<file path="src/rtl/mssxte_pkg.sv">
package mssxte_pkg;

  // ==========================================================
  // Operations and states
  typedef enum logic [3:0] {
    OP_SUB_TO_WORKING = 4'h0,
    OP_MINUS_TO_MEMORY = 4'h1,
    OP_SUB_IMMEDIATE = 4'h2,
    OP_NIBBLE_EXCHANGE_TO_MEMORY = 4'h3,
    OP_NIBBLE_EXCHANGE_TO_WORKING = 4'h4,
    OP_SKIP_WHEN_ZERO = 4'h5,
    OP_COPY_AND_SKIP_WHEN_ZERO = 4'h6,
    OP_SKIP_WHEN_BIT_CLEAR = 4'h7,
    OP_TABLE_READ_CURRENT_PAGE = 4'h8,
    OP_TABLE_READ_LAST_PAGE = 4'h9,
    OP_EXCLUSIVE_OR_TO_WORKING = 4'hA,
    OP_EXCLUSIVE_OR_TO_MEMORY = 4'hB,
    OP_EXCLUSIVE_OR_IMMEDIATE = 4'hC,
    OP_NONE = 4'hF
  } mssxte_op_t;

  typedef enum logic [1:0] {
    ST_IDLE = 2'b00,
    ST_FETCH = 2'b01,
    ST_EXEC = 2'b10,
    ST_DUMMY = 2'b11
  } mssxte_state_t;

  // ==========================================================
  // Register offsets
  localparam logic [7:0] ADR_COMMAND = 8'h00;
  localparam logic [7:0] ADR_WORKING = 8'h04;
  localparam logic [7:0] ADR_FLAGS = 8'h08;
  localparam logic [7:0] ADR_TABLE_POINTER = 8'h0C;
  localparam logic [7:0] ADR_TABLE_HIGH = 8'h10;
  localparam logic [7:0] ADR_STATUS = 8'h14;
  localparam logic [7:0] ADR_PAGE = 8'h18;

  // ==========================================================
  // Field positions
  localparam int CMD_OP_LSB = 0;
  localparam int CMD_OPERAND_LSB = 8;
  localparam int CMD_BIT_LSB = 16;
  localparam int FLAG_CARRY = 0;
  localparam int FLAG_HALF = 1;
  localparam int FLAG_ZERO = 2;
  localparam int FLAG_OVERFLOW = 3;
  localparam int STAT_BUSY = 0;
  localparam int STAT_SKIPPED = 1;
  localparam int STAT_CYCLES_LSB = 4;

  // ==========================================================
  // Widths and reset values
  localparam int ROM_W = 14;
  localparam int PAGE_W = 2;
  localparam logic [7:0] RST_WORKING = 8'h00;
  localparam logic [3:0] RST_FLAGS = 4'h0;
  localparam logic [7:0] RST_TABLE_POINTER = 8'h00;
  localparam logic [5:0] RST_TABLE_HIGH = 6'h00;
  localparam logic [1:0] RST_PAGE = 2'h0;
  localparam logic [1:0] LAST_PAGE = 2'h3;
  localparam logic [1:0] CYCLES_PLAIN = 2'h1;
  localparam logic [1:0] CYCLES_SKIP = 2'h2;

  // ==========================================================
  // Timing
  localparam int INSTR_DIV_DEF = 4;

endpackage

</file>
<file path="src/rtl/mssxte_alu.sv">
`timescale 1ns/10ps
module mssxte_alu
  import mssxte_pkg::*;
(
  input mssxte_op_t op_i,
  input logic [7:0] working_i,
  input logic [7:0] mem_i,
  input logic [7:0] imm_i,
  input logic [3:0] flags_i,
  output logic [7:0] result_o,
  output logic [3:0] flags_o,
  output logic wr_working_o,
  output logic wr_mem_o
);

  logic [7:0] sub_src;
  logic [8:0] diff;
  logic [4:0] half;

  // ==========================================================
  // Add complement plus one
  assign sub_src = (op_i == OP_SUB_IMMEDIATE) ? imm_i : mem_i;
  assign diff = {1'b0, working_i} + {1'b0, ~sub_src} + 9'h001;
  assign half = {1'b0, working_i[3:0]} + {1'b0, ~sub_src[3:0]} + 5'h01;

  // ==========================================================
  // Result and flags
  always_comb begin
    result_o = mem_i;
    flags_o = flags_i;
    wr_working_o = 1'b0;
    wr_mem_o = 1'b0;
    case (op_i)
      OP_SUB_TO_WORKING, OP_MINUS_TO_MEMORY, OP_SUB_IMMEDIATE: begin
        result_o = diff[7:0];
        flags_o[FLAG_CARRY] = diff[8];
        flags_o[FLAG_HALF] = half[4];
        flags_o[FLAG_ZERO] = (diff[7:0] == 8'h00);
        flags_o[FLAG_OVERFLOW] = (working_i[7] ^ sub_src[7]) & (working_i[7] ^ diff[7]);
        wr_mem_o = (op_i == OP_MINUS_TO_MEMORY);
        wr_working_o = (op_i != OP_MINUS_TO_MEMORY);
      end
      OP_NIBBLE_EXCHANGE_TO_MEMORY: begin
        result_o = {mem_i[3:0], mem_i[7:4]};
        wr_mem_o = 1'b1;
      end
      OP_NIBBLE_EXCHANGE_TO_WORKING: begin
        result_o = {mem_i[3:0], mem_i[7:4]};
        wr_working_o = 1'b1;
      end
      OP_COPY_AND_SKIP_WHEN_ZERO: begin
        result_o = mem_i;
        wr_working_o = 1'b1;
      end
      OP_EXCLUSIVE_OR_TO_WORKING, OP_EXCLUSIVE_OR_TO_MEMORY: begin
        result_o = working_i ^ mem_i;
        flags_o[FLAG_ZERO] = ((working_i ^ mem_i) == 8'h00);
        wr_mem_o = (op_i == OP_EXCLUSIVE_OR_TO_MEMORY);
        wr_working_o = (op_i == OP_EXCLUSIVE_OR_TO_WORKING);
      end
      OP_EXCLUSIVE_OR_IMMEDIATE: begin
        result_o = working_i ^ imm_i;
        flags_o[FLAG_ZERO] = ((working_i ^ imm_i) == 8'h00);
        wr_working_o = 1'b1;
      end
      default: begin
        result_o = mem_i;
      end
    endcase
  end

endmodule

</file>
<file path="src/rtl/mssxte_skip.sv">
`timescale 1ns/10ps
module mssxte_skip
  import mssxte_pkg::*;
(
  input mssxte_op_t op_i,
  input logic [7:0] mem_i,
  input logic [2:0] bit_i,
  output logic skip_o
);

  // ==========================================================
  // Skip decision
  always_comb begin
    case (op_i)
      OP_SKIP_WHEN_ZERO: skip_o = (mem_i == 8'h00);
      OP_COPY_AND_SKIP_WHEN_ZERO: skip_o = (mem_i == 8'h00);
      OP_SKIP_WHEN_BIT_CLEAR: skip_o = ~mem_i[bit_i];
      default: skip_o = 1'b0;
    endcase
  end

endmodule

</file>
<file path="src/rtl/mssxte_core.sv">
// Chosen here: the Wishbone interface to the registers and the register addresses.
`timescale 1ns/10ps
module mssxte_core
  import mssxte_pkg::*;
#(
  parameter int INSTR_DIV = INSTR_DIV_DEF
) (
  input logic clk_i,
  input logic rst_i,
  input logic wb_cyc_i,
  input logic wb_stb_i,
  input logic wb_we_i,
  input logic [7:0] wb_adr_i,
  input logic [3:0] wb_sel_i,
  input logic [31:0] wb_dat_i,
  output logic [31:0] wb_dat_o,
  output logic wb_ack_o,
  output logic [7:0] dmem_addr_o,
  input logic [7:0] dmem_rdata_i,
  output logic dmem_we_o,
  output logic [7:0] dmem_wdata_o,
  output logic [9:0] pmem_addr_o,
  output logic pmem_rd_o,
  input logic [13:0] pmem_rdata_i,
  output logic prefetch_discard_o,
  output logic dummy_cycle_o,
  output logic busy_o
);

  mssxte_state_t state_q;
  mssxte_op_t op_q;
  logic [7:0] operand_q;
  logic [2:0] bit_q;
  logic [7:0] working_q;
  logic [3:0] flags_q;
  logic [7:0] table_pointer_q;
  logic [5:0] table_high_q;
  logic [1:0] page_q;
  logic skipped_q;
  logic [1:0] cycles_q;
  logic [7:0] div_q;
  logic ack_q;
  logic [31:0] rdata_q;
  logic [31:0] rdata_d;
  logic [7:0] dmem_addr_q;
  logic dmem_we_q;
  logic [7:0] dmem_wdata_q;
  logic [9:0] pmem_addr_q;
  logic pmem_rd_q;
  logic discard_q;
  logic bus_req;
  logic bus_wr;
  logic start;
  logic tick;
  logic exec_fire;
  logic is_table;
  logic [7:0] alu_result;
  logic [3:0] alu_flags;
  logic alu_wr_working;
  logic alu_wr_mem;
  logic skip;

  // ==========================================================
  // Wishbone slave
  assign bus_req = wb_cyc_i & wb_stb_i;
  assign bus_wr = bus_req & wb_we_i & ack_q & wb_sel_i[0];
  assign start = bus_wr & (wb_adr_i == ADR_COMMAND) & (state_q == ST_IDLE);

  always_ff @(posedge clk_i) begin
    if (rst_i) begin
      ack_q <= 1'b0;
    end else begin
      ack_q <= bus_req & ~ack_q;
    end
  end

  always_comb begin
    rdata_d = 32'h0000_0000;
    case (wb_adr_i)
      ADR_COMMAND: begin
        rdata_d[CMD_OP_LSB +: 4] = op_q;
        rdata_d[CMD_OPERAND_LSB +: 8] = operand_q;
        rdata_d[CMD_BIT_LSB +: 3] = bit_q;
      end
      ADR_WORKING: rdata_d[7:0] = working_q;
      ADR_FLAGS: rdata_d[3:0] = flags_q;
      ADR_TABLE_POINTER: rdata_d[7:0] = table_pointer_q;
      ADR_TABLE_HIGH: rdata_d[5:0] = table_high_q;
      ADR_STATUS: begin
        rdata_d[STAT_BUSY] = (state_q != ST_IDLE);
        rdata_d[STAT_SKIPPED] = skipped_q;
        rdata_d[STAT_CYCLES_LSB +: 2] = cycles_q;
      end
      ADR_PAGE: rdata_d[1:0] = page_q;
      default: rdata_d = 32'h0000_0000;
    endcase
  end

  always_ff @(posedge clk_i) begin
    if (rst_i) begin
      rdata_q <= 32'h0000_0000;
    end else if (bus_req & ~ack_q) begin
      rdata_q <= rdata_d;
    end
  end

  assign wb_ack_o = ack_q;
  assign wb_dat_o = rdata_q;

  // ==========================================================
  // Command capture
  always_ff @(posedge clk_i) begin
    if (rst_i) begin
      op_q <= OP_NONE;
      operand_q <= 8'h00;
      bit_q <= 3'h0;
    end else if (start) begin
      op_q <= mssxte_op_t'(wb_dat_i[CMD_OP_LSB +: 4]);
      operand_q <= wb_dat_i[CMD_OPERAND_LSB +: 8];
      bit_q <= wb_dat_i[CMD_BIT_LSB +: 3];
    end
  end

  assign is_table = (op_q == OP_TABLE_READ_CURRENT_PAGE) | (op_q == OP_TABLE_READ_LAST_PAGE);

  // ==========================================================
  // Instruction cycle divider
  assign tick = ((state_q == ST_EXEC) | (state_q == ST_DUMMY)) &
                (div_q == 8'(INSTR_DIV - 1));
  assign exec_fire = (state_q == ST_EXEC) & tick;

  always_ff @(posedge clk_i) begin
    if (rst_i) begin
      div_q <= 8'h00;
    end else if ((state_q == ST_FETCH) | tick) begin
      div_q <= 8'h00;
    end else if (state_q != ST_IDLE) begin
      div_q <= div_q + 8'h01;
    end
  end

  // ==========================================================
  // Sequencer
  always_ff @(posedge clk_i) begin
    if (rst_i) begin
      state_q <= ST_IDLE;
    end else begin
      case (state_q)
        ST_IDLE: begin
          if (start) begin
            state_q <= ST_FETCH;
          end
        end
        ST_FETCH: state_q <= ST_EXEC;
        ST_EXEC: begin
          if (tick) begin
            state_q <= skip ? ST_DUMMY : ST_IDLE;
          end
        end
        ST_DUMMY: begin
          if (tick) begin
            state_q <= ST_IDLE;
          end
        end
        default: state_q <= ST_IDLE;
      endcase
    end
  end

  // ==========================================================
  // Datapath leaves
  mssxte_alu u_alu (
    .op_i(op_q),
    .working_i(working_q),
    .mem_i(dmem_rdata_i),
    .imm_i(operand_q),
    .flags_i(flags_q),
    .result_o(alu_result),
    .flags_o(alu_flags),
    .wr_working_o(alu_wr_working),
    .wr_mem_o(alu_wr_mem)
  );

  mssxte_skip u_skip (
    .op_i(op_q),
    .mem_i(dmem_rdata_i),
    .bit_i(bit_q),
    .skip_o(skip)
  );

  // ==========================================================
  // Working register and flags
  always_ff @(posedge clk_i) begin
    if (rst_i) begin
      working_q <= RST_WORKING;
    end else if (exec_fire & alu_wr_working) begin
      working_q <= alu_result;
    end else if (bus_wr & (wb_adr_i == ADR_WORKING)) begin
      working_q <= wb_dat_i[7:0];
    end
  end

  always_ff @(posedge clk_i) begin
    if (rst_i) begin
      flags_q <= RST_FLAGS;
    end else if (exec_fire) begin
      flags_q <= alu_flags;
    end else if (bus_wr & (wb_adr_i == ADR_FLAGS)) begin
      flags_q <= wb_dat_i[3:0];
    end
  end

  // ==========================================================
  // Table pointer, page, high byte
  always_ff @(posedge clk_i) begin
    if (rst_i) begin
      table_pointer_q <= RST_TABLE_POINTER;
    end else if (bus_wr & (wb_adr_i == ADR_TABLE_POINTER)) begin
      table_pointer_q <= wb_dat_i[7:0];
    end
  end

  always_ff @(posedge clk_i) begin
    if (rst_i) begin
      page_q <= RST_PAGE;
    end else if (bus_wr & (wb_adr_i == ADR_PAGE)) begin
      page_q <= wb_dat_i[1:0];
    end
  end

  always_ff @(posedge clk_i) begin
    if (rst_i) begin
      table_high_q <= RST_TABLE_HIGH;
    end else if (exec_fire & is_table) begin
      table_high_q <= pmem_rdata_i[ROM_W-1:8];
    end
  end

  // ==========================================================
  // Program memory port
  always_ff @(posedge clk_i) begin
    if (rst_i) begin
      pmem_addr_q <= 10'h000;
    end else if (start) begin
      if (wb_dat_i[CMD_OP_LSB +: 4] == OP_TABLE_READ_LAST_PAGE) begin
        pmem_addr_q <= {LAST_PAGE, table_pointer_q};
      end else begin
        pmem_addr_q <= {page_q, table_pointer_q};
      end
    end
  end

  always_ff @(posedge clk_i) begin
    if (rst_i) begin
      pmem_rd_q <= 1'b0;
    end else if ((state_q == ST_FETCH) & is_table) begin
      pmem_rd_q <= 1'b1;
    end else if (exec_fire) begin
      pmem_rd_q <= 1'b0;
    end
  end

  // ==========================================================
  // Data memory port
  always_ff @(posedge clk_i) begin
    if (rst_i) begin
      dmem_addr_q <= 8'h00;
    end else if (start) begin
      dmem_addr_q <= wb_dat_i[CMD_OPERAND_LSB +: 8];
    end
  end

  always_ff @(posedge clk_i) begin
    if (rst_i) begin
      dmem_we_q <= 1'b0;
      dmem_wdata_q <= 8'h00;
    end else begin
      dmem_we_q <= exec_fire & (alu_wr_mem | is_table);
      if (exec_fire) begin
        dmem_wdata_q <= is_table ? pmem_rdata_i[7:0] : alu_result;
      end
    end
  end

  // ==========================================================
  // Skip reporting
  always_ff @(posedge clk_i) begin
    if (rst_i) begin
      skipped_q <= 1'b0;
      cycles_q <= 2'h0;
      discard_q <= 1'b0;
    end else begin
      discard_q <= exec_fire & skip;
      if (start) begin
        skipped_q <= 1'b0;
      end else if (exec_fire) begin
        skipped_q <= skip;
        cycles_q <= skip ? CYCLES_SKIP : CYCLES_PLAIN;
      end
    end
  end

  assign dmem_addr_o = dmem_addr_q;
  assign dmem_we_o = dmem_we_q;
  assign dmem_wdata_o = dmem_wdata_q;
  assign pmem_addr_o = pmem_addr_q;
  assign pmem_rd_o = pmem_rd_q;
  assign prefetch_discard_o = discard_q;
  assign dummy_cycle_o = (state_q == ST_DUMMY);
  assign busy_o = (state_q != ST_IDLE);

endmodule

</file>
<file path="config.mk">
export PLATFORM = sky130hd
export DESIGN_NAME = mssxte_core
export DESIGN_NICKNAME = d
export VERILOG_FILES = /design/src/rtl/mssxte_pkg.sv /design/src/rtl/mssxte_alu.sv /design/src/rtl/mssxte_skip.sv /design/src/rtl/mssxte_core.sv
export SDC_FILE = /design/constraint.sdc
export NUM_CORES = 1
export LEC_CHECK = 0
export BUFFER_PORTS_ARGS = -buffer_cell sky130_fd_sc_hd__buf_2
export CAP_MARGIN = 20
export CORE_MARGIN = 2
export CORE_UTILIZATION = 32
export CTS_CLUSTER_SIZE = 10
export DETAILED_ROUTE_END_ITERATION = 6
export HOLD_SLACK_MARGIN = 0.03
export PLACE_DENSITY = 0.61
export SYNTH_ARGS = -nofsm -noshare
export SYNTH_HDL_FRONTEND = slang
export SYNTH_SLANG_ARGS = --single-unit
</file>
<file path="constraint.sdc">
create_clock -name clk_i -period 5.4 [get_ports clk_i]
set_clock_uncertainty 0.05 [all_clocks]
set_input_delay 1.08 -clock clk_i [delete_from_list [all_inputs] [get_ports clk_i]]
set_output_delay 1.08 -clock clk_i [all_outputs]
set_load 0.1 [all_outputs]
</file>
======== After elaboration in Yosys (flattened, before gate mapping) ========
Cells that the tools add are included.
Widths: inputs -> output; s select.
word-level totals
  register bits ........................... 97
  latch bits .............................. 0
  RAM bits ................................ 0
  bits in read-only memories .............. 0
  bits of input ports ..................... 71
  output and inout bits ................... 64
  memories ................................ 0
cells by class
  add/subtract/negate cells ............... 5
  multipliers ............................. 0
  div/mod/pow operators ................... 0
  $lt $le $gt $ge ......................... 1
  eq/ne operators ......................... 29
  shift-type cells ........................ 0
  mux-type cells .......................... 29
  bitwise logic cells ..................... 32
  reduce and logical (&&, ||, !) cells .... 22
operators by type and width
  cell                 count
  $logic_not 8->1      5
  $mux 8               4
  $pmux 8 s4           1
  $eq 4x4->1 const B   6
  $eq 8x5->1 const B   3
  $and 1x1->1          19
  $eq 4x3->1 const B   4
  $eq 8x4->1 const B   2
  $pmux 2 s4           2
  $xor 8x8->8          2
  $pmux 2 s7           1
  $mux 2               6
  $mux 11              1
  $mux 10              1
  $pmux 2 s5           1
  $reduce_or 2->1      5
  $add 8x8->9          1
  $add 9x1->9 const B  1
  $pmux 1 s3           3
  $add 8x1->8 const B  1
  $eq 4x2->1 const B   2
  $eq 8x2->1 const B   1
  $eq 8x3->1 const B   1
  $mux 4               2
  other kinds (24)     43

======== Logic depth before layout (Yosys ltp) ========
Gate-level depths: netlist of run 1.
  depth in word-level cells ............... 9
  mapped depth ............................ 13
  mapped depth without buffers ............ 11

======== Hierarchy ========
Synthesis of run 1 repeated with hierarchy kept, for this count alone.
unflattened totals
  cell total of the unflattened synthesis .. 676
  area, all modules ....................... 5843.1 um^2
by module, submodules not included
  module       times used  cells each  area each (um^2)
  mssxte_core  1           491         4435.5
  mssxte_alu   1           174         1290.0
  mssxte_skip  1           11          117.6

======== Least setup slack after synthesis of run 1 ========
OpenSTA, ideal clock, no wires.
  kind .................................... register -> register
  start ................................... reg op_q[2]
  end ..................................... reg flags_q[2]
  library setup time ...................... 134 ps
  arrival ................................. 3343 ps
  required time ........................... 5216 ps
  setup slack ............................. 1873 ps
  cell stages (with the launch flop) ...... 14
  cell sequence ........................... dfxtp_1 -> clkbuf_1 -> clkbuf_1 -> nand2b_1 -> nor3_2 -> mux2_2 -> ha_1 -> fa_1 -> nand2b_1 -> a211oi_1 -> o32a_1 -> a21boi_0 -> a32oi_1 -> a211oi_1
between the ends
  longest elaborated chain between the ends .. 8
RTL lines
  element                   line                                source
  start: declaration        mssxte_core.sv:31                   mssxte_op_t op_q;
  start signal: assignment  mssxte_core.sv:118                  op_q <= mssxte_op_t'(wb_dat_i[CMD_OP_LSB +: 4]);
  $eq 4x2->1                mssxte_alu.sv:22, mssxte_alu.sv:33
  $mux 8                    mssxte_alu.sv:22                    assign sub_src = (op_i == OP_SUB_IMMEDIATE) ? imm_i : mem_i;
  $not 8->8                 mssxte_alu.sv:23                    assign diff = {1'b0, working_i} + {1'b0, ~sub_src} + 9'h001;
  $add 8x8->9               mssxte_alu.sv:23
  $add 9x1->9               mssxte_alu.sv:23
  $logic_not 8->1           mssxte_alu.sv:38                    flags_o[FLAG_ZERO] = (diff[7:0] == 8'h00);
  $pmux 1 s3                mssxte_alu.sv:33                    case (op_i)
  $mux 4                    mssxte_core.sv:206                  end else if (exec_fire) begin
  end signal: assignment    mssxte_core.sv:207                  flags_q <= alu_flags;
  end signal: assignment    mssxte_core.sv:209                  flags_q <= wb_dat_i[3:0];
  end: declaration          mssxte_core.sv:35                   logic [3:0] flags_q;
Several ways; a longest one is shown, not always the timed one.
A chain may end at the register's enable or synchronous reset.

======== Worst setup path in the final report of run 1 ========
  start ................................... reg op_q[1]
  end ..................................... reg flags_q[2]
Same word-level chain as after synthesis.

==> flow_summary.toml, run 1 <==
[clock_network]
h-tree-depth = 3
post-cts-setup-buffers = 0
cts_tree = "yes"
clkSlewWorstSetupHoldPaths_ns = 0.07
cts.sinks = 97
clockBufferDepth = 2
cts-buffers-inserted = 9
cts_hold_buf = 0
cts_root_buffer = "clkbuf_16"
clock_latency_ns = 0.35
cts_resized = 0

[sta]
whs_ns = 0.402
worst_slack_ns = 1.56
rsz0062_at_grt = "false"
setup_tns_ns = 0
fmax_mhz = 261
finalCriticalPeriod_ns = 3.84
max_slew_margin_pct = 38.5
hold_viol = 0
slew_violations = 0
setup_viol = 0
fin_crit_sh_pct = 71.1
tightest_slew_ns = 0.922

[job]
cap_violations = 0

[synthesis]
avgSynthCellArea_um2 = 8.37
synth_common_cells = "dfxtp_1 (97), nor2_1 (83), nand2_1 (70)"
yosysMostFrequentCell = "dfxtp_1"
synthCells = 663
synth_top_family_by_area = "simple AND/OR/NAND/NOR gates"
yosysWarnings = 0
synthArstFlopShare_pct = 0
yosysTopAreaCell = "dfxtp_1"
synth_area_um2 = 5550
synth-xor-area-share_pct = 4.26
synth_edf_count = 0
ys_ff_latch = 97
synth_fa_ha_area_share_pct = 2.61
yosys_most_used_dff = "dfxtp_1"
muxShareOfSynthArea_pct = 9.69
synth_top_cell_area_share_pct = 35.0
synth_seq_area_share_pct = 35.0
synth_compound_area_share_pct = 19.0
synth_cell_types = 75
synth.area.top_cells = "dfxtp_1 (35%), nor2_1 (5.6%), mux2i_1 (5.2%)"
synth_simple_gate_area_share_pct = 22.8

[setup_path]
reg2reg_from = "op_q[1]$_SDFFE_PP1P_"
end_kind = "register"
reg2reg_slack_ns = 1.56
critical_path_required_ns = 5.61
crit_fanout = 20
crit_type = "reg2reg"
critPathArrivalTime_ns = 4.05
r2r_end = "flags_q[2]$_SDFFE_PP0P_"
r2r_cells = 12
cp-start-kind = "register"
crit_start = "op_q[1]$_SDFFE_PP1P_"
endpoint = "flags_q[2]$_SDFFE_PP0P_"

[place]
pre_cts_slack_ns = 1.61
place.gp.congestion = 0.879
place.detailed.hpwl_um = 12700
port_buffers = 105
placed_cell_area_um2 = 6120

[detailed_routing]
vias_per_cell = 5.37
post-route-drc-count = 0
firstDrtPassIters = 5
drt_iter0_drc = 419
wire_per_inst_um = 18.0
wirelength_um = 17300
vias = 5173
drt.antenna.violating_nets = 0

[floorplanning]
coreArea_um2 = 17100
start_util_pct = 32.4
die_width_um = 136
pin_count = 135
die_height_um = 136
die-area_um2 = 18400
fp-row-count = 48

[status]
status = "complete, no violations"

[cells_and_area]
drive_above_1_share_pct = 21.3
insertedDiodeCount = 0
nets = 816
postLayoutCoreUtil_pct = 37.8
areaGrowthSynthToFinish_pct = 16.5
stdcell_area_um2 = 6460

[power]
powerDensity_nw_per_um2 = 241
ir_drop_v = 0.000146
power_leakage_nw = 2.57

[worst_hold_path]
hp-class = "reg2reg"

[global_routing]
grt_use_total_pct = 19.0
antenna_found_initial = 0
overflow = 0
grt_pass1_vias = 4904
grt_max_degree = 87
grt_pass1_wl_um = 27000
## worst min path at each step
stage | startpoint | end | cells past startpoint
detailed placement | pmem_addr_o[6]$_SDFFE_PP0P_ | pmem_addr_o[6]$_SDFFE_PP0P_ | 2
CTS | pmem_addr_o[6]$_SDFFE_PP0P_ | pmem_addr_o[6]$_SDFFE_PP0P_ | 2
finish | pmem_addr_o[6]$_SDFFE_PP0P_ | pmem_addr_o[6]$_SDFFE_PP0P_ | 2
floorplan | table_pointer_q[2]$_SDFFE_PP0P_ | pmem_addr_o[2]$_SDFFE_PP0P_ | 2
global placement | dmem_wdata_o[2]$_SDFFE_PP0P_ | dmem_wdata_o[2]$_SDFFE_PP0P_ | 2
global route | pmem_addr_o[3]$_SDFFE_PP0P_ | pmem_addr_o[3]$_SDFFE_PP0P_ | 2
## state kept, by name, summed over array words and instances (netlist names), 2 cells and up
name / count
cycles_q: 2
dmem_wdata_o: 8
wb_dat_o: 19
op_q: 4
table_high_q: 6
working_q: 8
table_pointer_q: 8
page_q: 2
state_q: 2
div_q: 8
pmem_addr_o: 10
flags_q: 4
bit_q: 3
dmem_addr_o: 8
## worst max-delay path, stage by stage, from the launching register on
cell and delay [ns]:
dfxtp_1 0.74, nand2b_1 0.21, nor3_2 0.14, buf_4 0.22, mux2_2 0.37, ha_1 0.20
fa_1 0.40, nand2b_1 0.19, a211oi_1 0.48, o31ai_1 0.18, a21boi_0 0.22, a32oi_1 0.12
a211oi_1 0.23
## cell families (layout without fill, tap and decap cells)
kind of cell               after synthesis  in the layout
and+or+nand+nor                        256            256
AOI/OAI and AO/OA                      151            151
DFF                                     97             97
buffers and inverters                   73            136
muxes                                   47             47
xor gates and xnor gates                27             27
adders and majority gates               11             11
other                                    1             13
## routing by layer
layer  share of wire (%)  routed length [um]  up-vias  GRT usage (%)
met5                   0                   0        -              0
met4                 1.8                 316        0           5.96
met3                 6.1                1060       30           4.19
met2                  48                8280      150           31.2
met1                  44                7670     2482           24.9
li1                    -                   -     2511              -
## cells in the final DEF, fill, tap and decap left out, types with 9 or more instances in the layout
cell type	instances
buf_2	105
dfxtp_1	97
nor2_1	83
nand2_1	70
a21oi_1	49
mux2i_1	29
xor2_1	21
nor3_1	19
a22oi_1	19
nand3_1	15
mux2_2	14
o21ai_0	14
conb_1	13
a211oi_1	11
ha_1	10
nand2b_1	9
inv_1	9
nand3b_1	9
a221o_1	9
clkbuf_16	9
## final cells by class
cell class | instances | area [um^2]
fill | 1814 | 10700
timing repair buffer | 112 | 598
clock inverter | 5 | 86.3
sequential | 97 | 1940
clock buffer | 10 | 229
inverter | 9 | 33.8
tap | 225 | 282
multi-input combinational | 505 | 3290
## per-stage QoR
stage,power (W),instances
4_1_cts,0.00158,962
6_report,0.00156,963
3_3_place_gp,0.000884,946
5_1_grt,0.00161,963
2_1_floorplan,0.000846,675
3_5_place_dp,0.000884,947
## report_power, final
| part | switching, W | internal [W] | total, W |
|---|---|---|---|
| registers | 0.000000628 | 0.000716 | 0.000717 |
| clock network | 0.000285 | 0.000408 | 0.000693 |
| logic | 0.000113 | 0.0000381 | 0.000151 |
Note: power is estimated with default switching activity, not from simulation.
==> run 2, diff against run 1 <==
Settings changed: PLACE_DENSITY 0.61 to 0.63.
Clock period 5.4 ns to 3.1 ns, I/O delays scaled along.
==> run 2 against run 1 <==
- via count rose by 3.2%
- critical path depth fell by 1
- maximum frequency rose by 29%
- hold slack got worse by 0.0047 ns
- clock-buffer cell count did not move
- sequential power rose by 74%
- flip-flop and latch count did not move
- first-iteration DRC count rose by 49%
- core utilization rose by 1.4 points
- final cell count rose by 2.8%
- largest power group unchanged
==> flow_summary.toml, run 2 (synthesis gave the netlist of run 1 again) <==
[worst_hold_path]
hp-class = "reg2reg"

[status]
status = "complete, no violations"

[sta]
max_slew_margin_pct = 55.9
slew_violations = 0
fin_crit_sh_pct = 95.8
rsz0062_at_grt = "false"
hold_viol = 0
setup_tns_ns = 0
tightest_slew_ns = 0.655
finalCriticalPeriod_ns = 2.97
fmax_mhz = 337
setup_viol = 0

[setup_path]
critical_path_required_ns = 3.30
cp_cell_sequence = "nand2b_4 -> nor3_4 -> buf_12 -> mux2i_1 -> ha_1 -> a2111o_1 -> o21ai_0 -> buf_4 -> xor2_1 -> o2111ai_1 -> a32o_1"
crit_type = "reg2reg"
cp-start-kind = "register"
crit_path_max_incr_delay_ns = 0.35
critPathBufInv = 2
slowest_stage = "a2111o_1"
crit_family = "compound AO/OA/AOI/OAI gates"
reg2reg_slack_ns = 0.13
crit_fanout = 8
end_kind = "register"
critPathArrivalTime_ns = 3.17

[detailed_routing]
vias = 5338
wire_per_inst_um = 18.1
drt-met1-wl_um = 7920
vias_per_cell = 5.39
routed-wl-met2_um = 8230
met3_length_um = 1330
firstDrtPassIters = 5
drt.antenna.violating_nets = 0
wirelength_um = 17900
drt_iter0_drc = 624
post-route-drc-count = 0
routed.top_layer = "met4"

[global_routing]
overflow = 0
grt_max_degree = 87
grt_use_total_pct = 19.5
grt_pass1_vias = 4979
grt_pass1_wl_um = 27600
antenna_found_initial = 0

[clock_network]
cts_tree = "yes"
clock_latency_ns = 0.36
cts.sinks = 97
cts_root_buffer = "clkbuf_16"
clkSlewWorstSetupHoldPaths_ns = 0.07
cts_hold_buf = 0
cts-buffers-inserted = 9
clockBufferDepth = 2
h-tree-depth = 3

[cells_and_area]
final_cells = 990
insertedDiodeCount = 0
layout_commonest_cell = "buf_2"
largest_reg_flops = 19
nets = 842
drive_above_1_share_pct = 24.8
final_cell_mix = "buf_2 (105), dfxtp_1 (97), nor2_1 (83)"
areaGrowthSynthToFinish_pct = 20.8

[floorplanning]
start_util_pct = 32.4
die_width_um = 136
fp-row-count = 48
pin_count = 135
coreArea_um2 = 17100
die_height_um = 136
die-area_um2 = 18400

[place]
port_buffers = 105
dpl.cell_count = 974
place.detailed.hpwl_um = 13300
place.gp.congestion = 0.895

[power]
p_clk_share_pct = 43.1
power_leakage_nw = 2.72
powerDensity_nw_per_um2 = 400
intPower_w = 0.00196
sw_frac_of_total_pct = 27.0
p_seq_share_pct = 46.5
ir_drop_v = 0.000285
pwr-share-comb_pct = 10.3
p_switching_w = 0.000725

[job]
cap_violations = 0
-- run 2: changes by cell type in the layout (fill, tap and decap cells not counted), moves of 2 or more --
cell and delta:
buf_12 +2, buf_4 +25, nand2b_1 -2, nand2b_4 +2
-- run 2: final cells by class --
class / instances / area [um^2]
clock buffers: 10 / 229
clock inverters: 6 / 71.3
fillers: 1794 / 10400
inverters: 9 / 33.8
multi-input cells: 505 / 3350
flip-flops and latches: 97 / 1940
well taps: 225 / 282
repair buffers: 138 / 798
-- run 2: tightest hold or removal path: stages, from the launching register on --
cell	delay (ns)
dfxtp_1	0.31
nand2_1	0.05
a21oi_1	0.05
-- run 2: power by group through the flow --
stage / registers [W] / clock network [W] / logic (W)
3_3_place_gp: 0.00128 / 0 / 0.000275
6_report: 0.00125 / 0.00116 / 0.000277
4_1_cts: 0.00125 / 0.00117 / 0.000276
3_5_place_dp: 0.00128 / 0 / 0.000274
5_1_grt: 0.00125 / 0.00122 / 0.000295
2_1_floorplan: 0.00129 / 0 / 0.000185
-- run 2: path summary, 6_finish.rpt --
| kind | from | end | cells past startpoint |
|---|---|---|---|
| worst min register to register | dmem_wdata_o[2]$_SDFFE_PP0P_ | dmem_wdata_o[2]$_SDFFE_PP0P_ | 2 |
| worst max register to register | op_q[2]$_SDFFE_PP1P_ | dmem_wdata_o[7]$_SDFFE_PP0P_ | 11 |
| worst max-delay path | op_q[2]$_SDFFE_PP1P_ | dmem_wdata_o[7]$_SDFFE_PP0P_ | 11 |
| worst min-delay path | dmem_wdata_o[2]$_SDFFE_PP0P_ | dmem_wdata_o[2]$_SDFFE_PP0P_ | 2 |
-- run 2: routing by layer --
metal  global-route usage (%)  up-vias
met1                     26.8     2522
met2                     31.1      222
li1                         -     2561
met3                     3.40       33
met4                     5.79        0
met5                        0        -
-- run 2: metrics by stage --
stage          area [um^2]  util, %  total power (W)  worst slack, ns  hold slack, ns
6_report              6710     39.2          0.00268            0.130           0.397
5_1_grt               6710     39.2          0.00276           0.0297           0.423
3_5_place_dp          6400     37.4          0.00155            0.166           0.392
4_1_cts               6710     39.2          0.00270            0.133           0.401
2_1_floorplan         5680        -          0.00148          -0.0219           0.391
3_3_place_gp          6400     37.4          0.00155            0.159           0.387
-- run 2: repair_timing --
action,4_1_cts,5_1_grt
gates resized for setup,0,1
endpoints found under the setup margin,0,2
buffers inserted,0,0
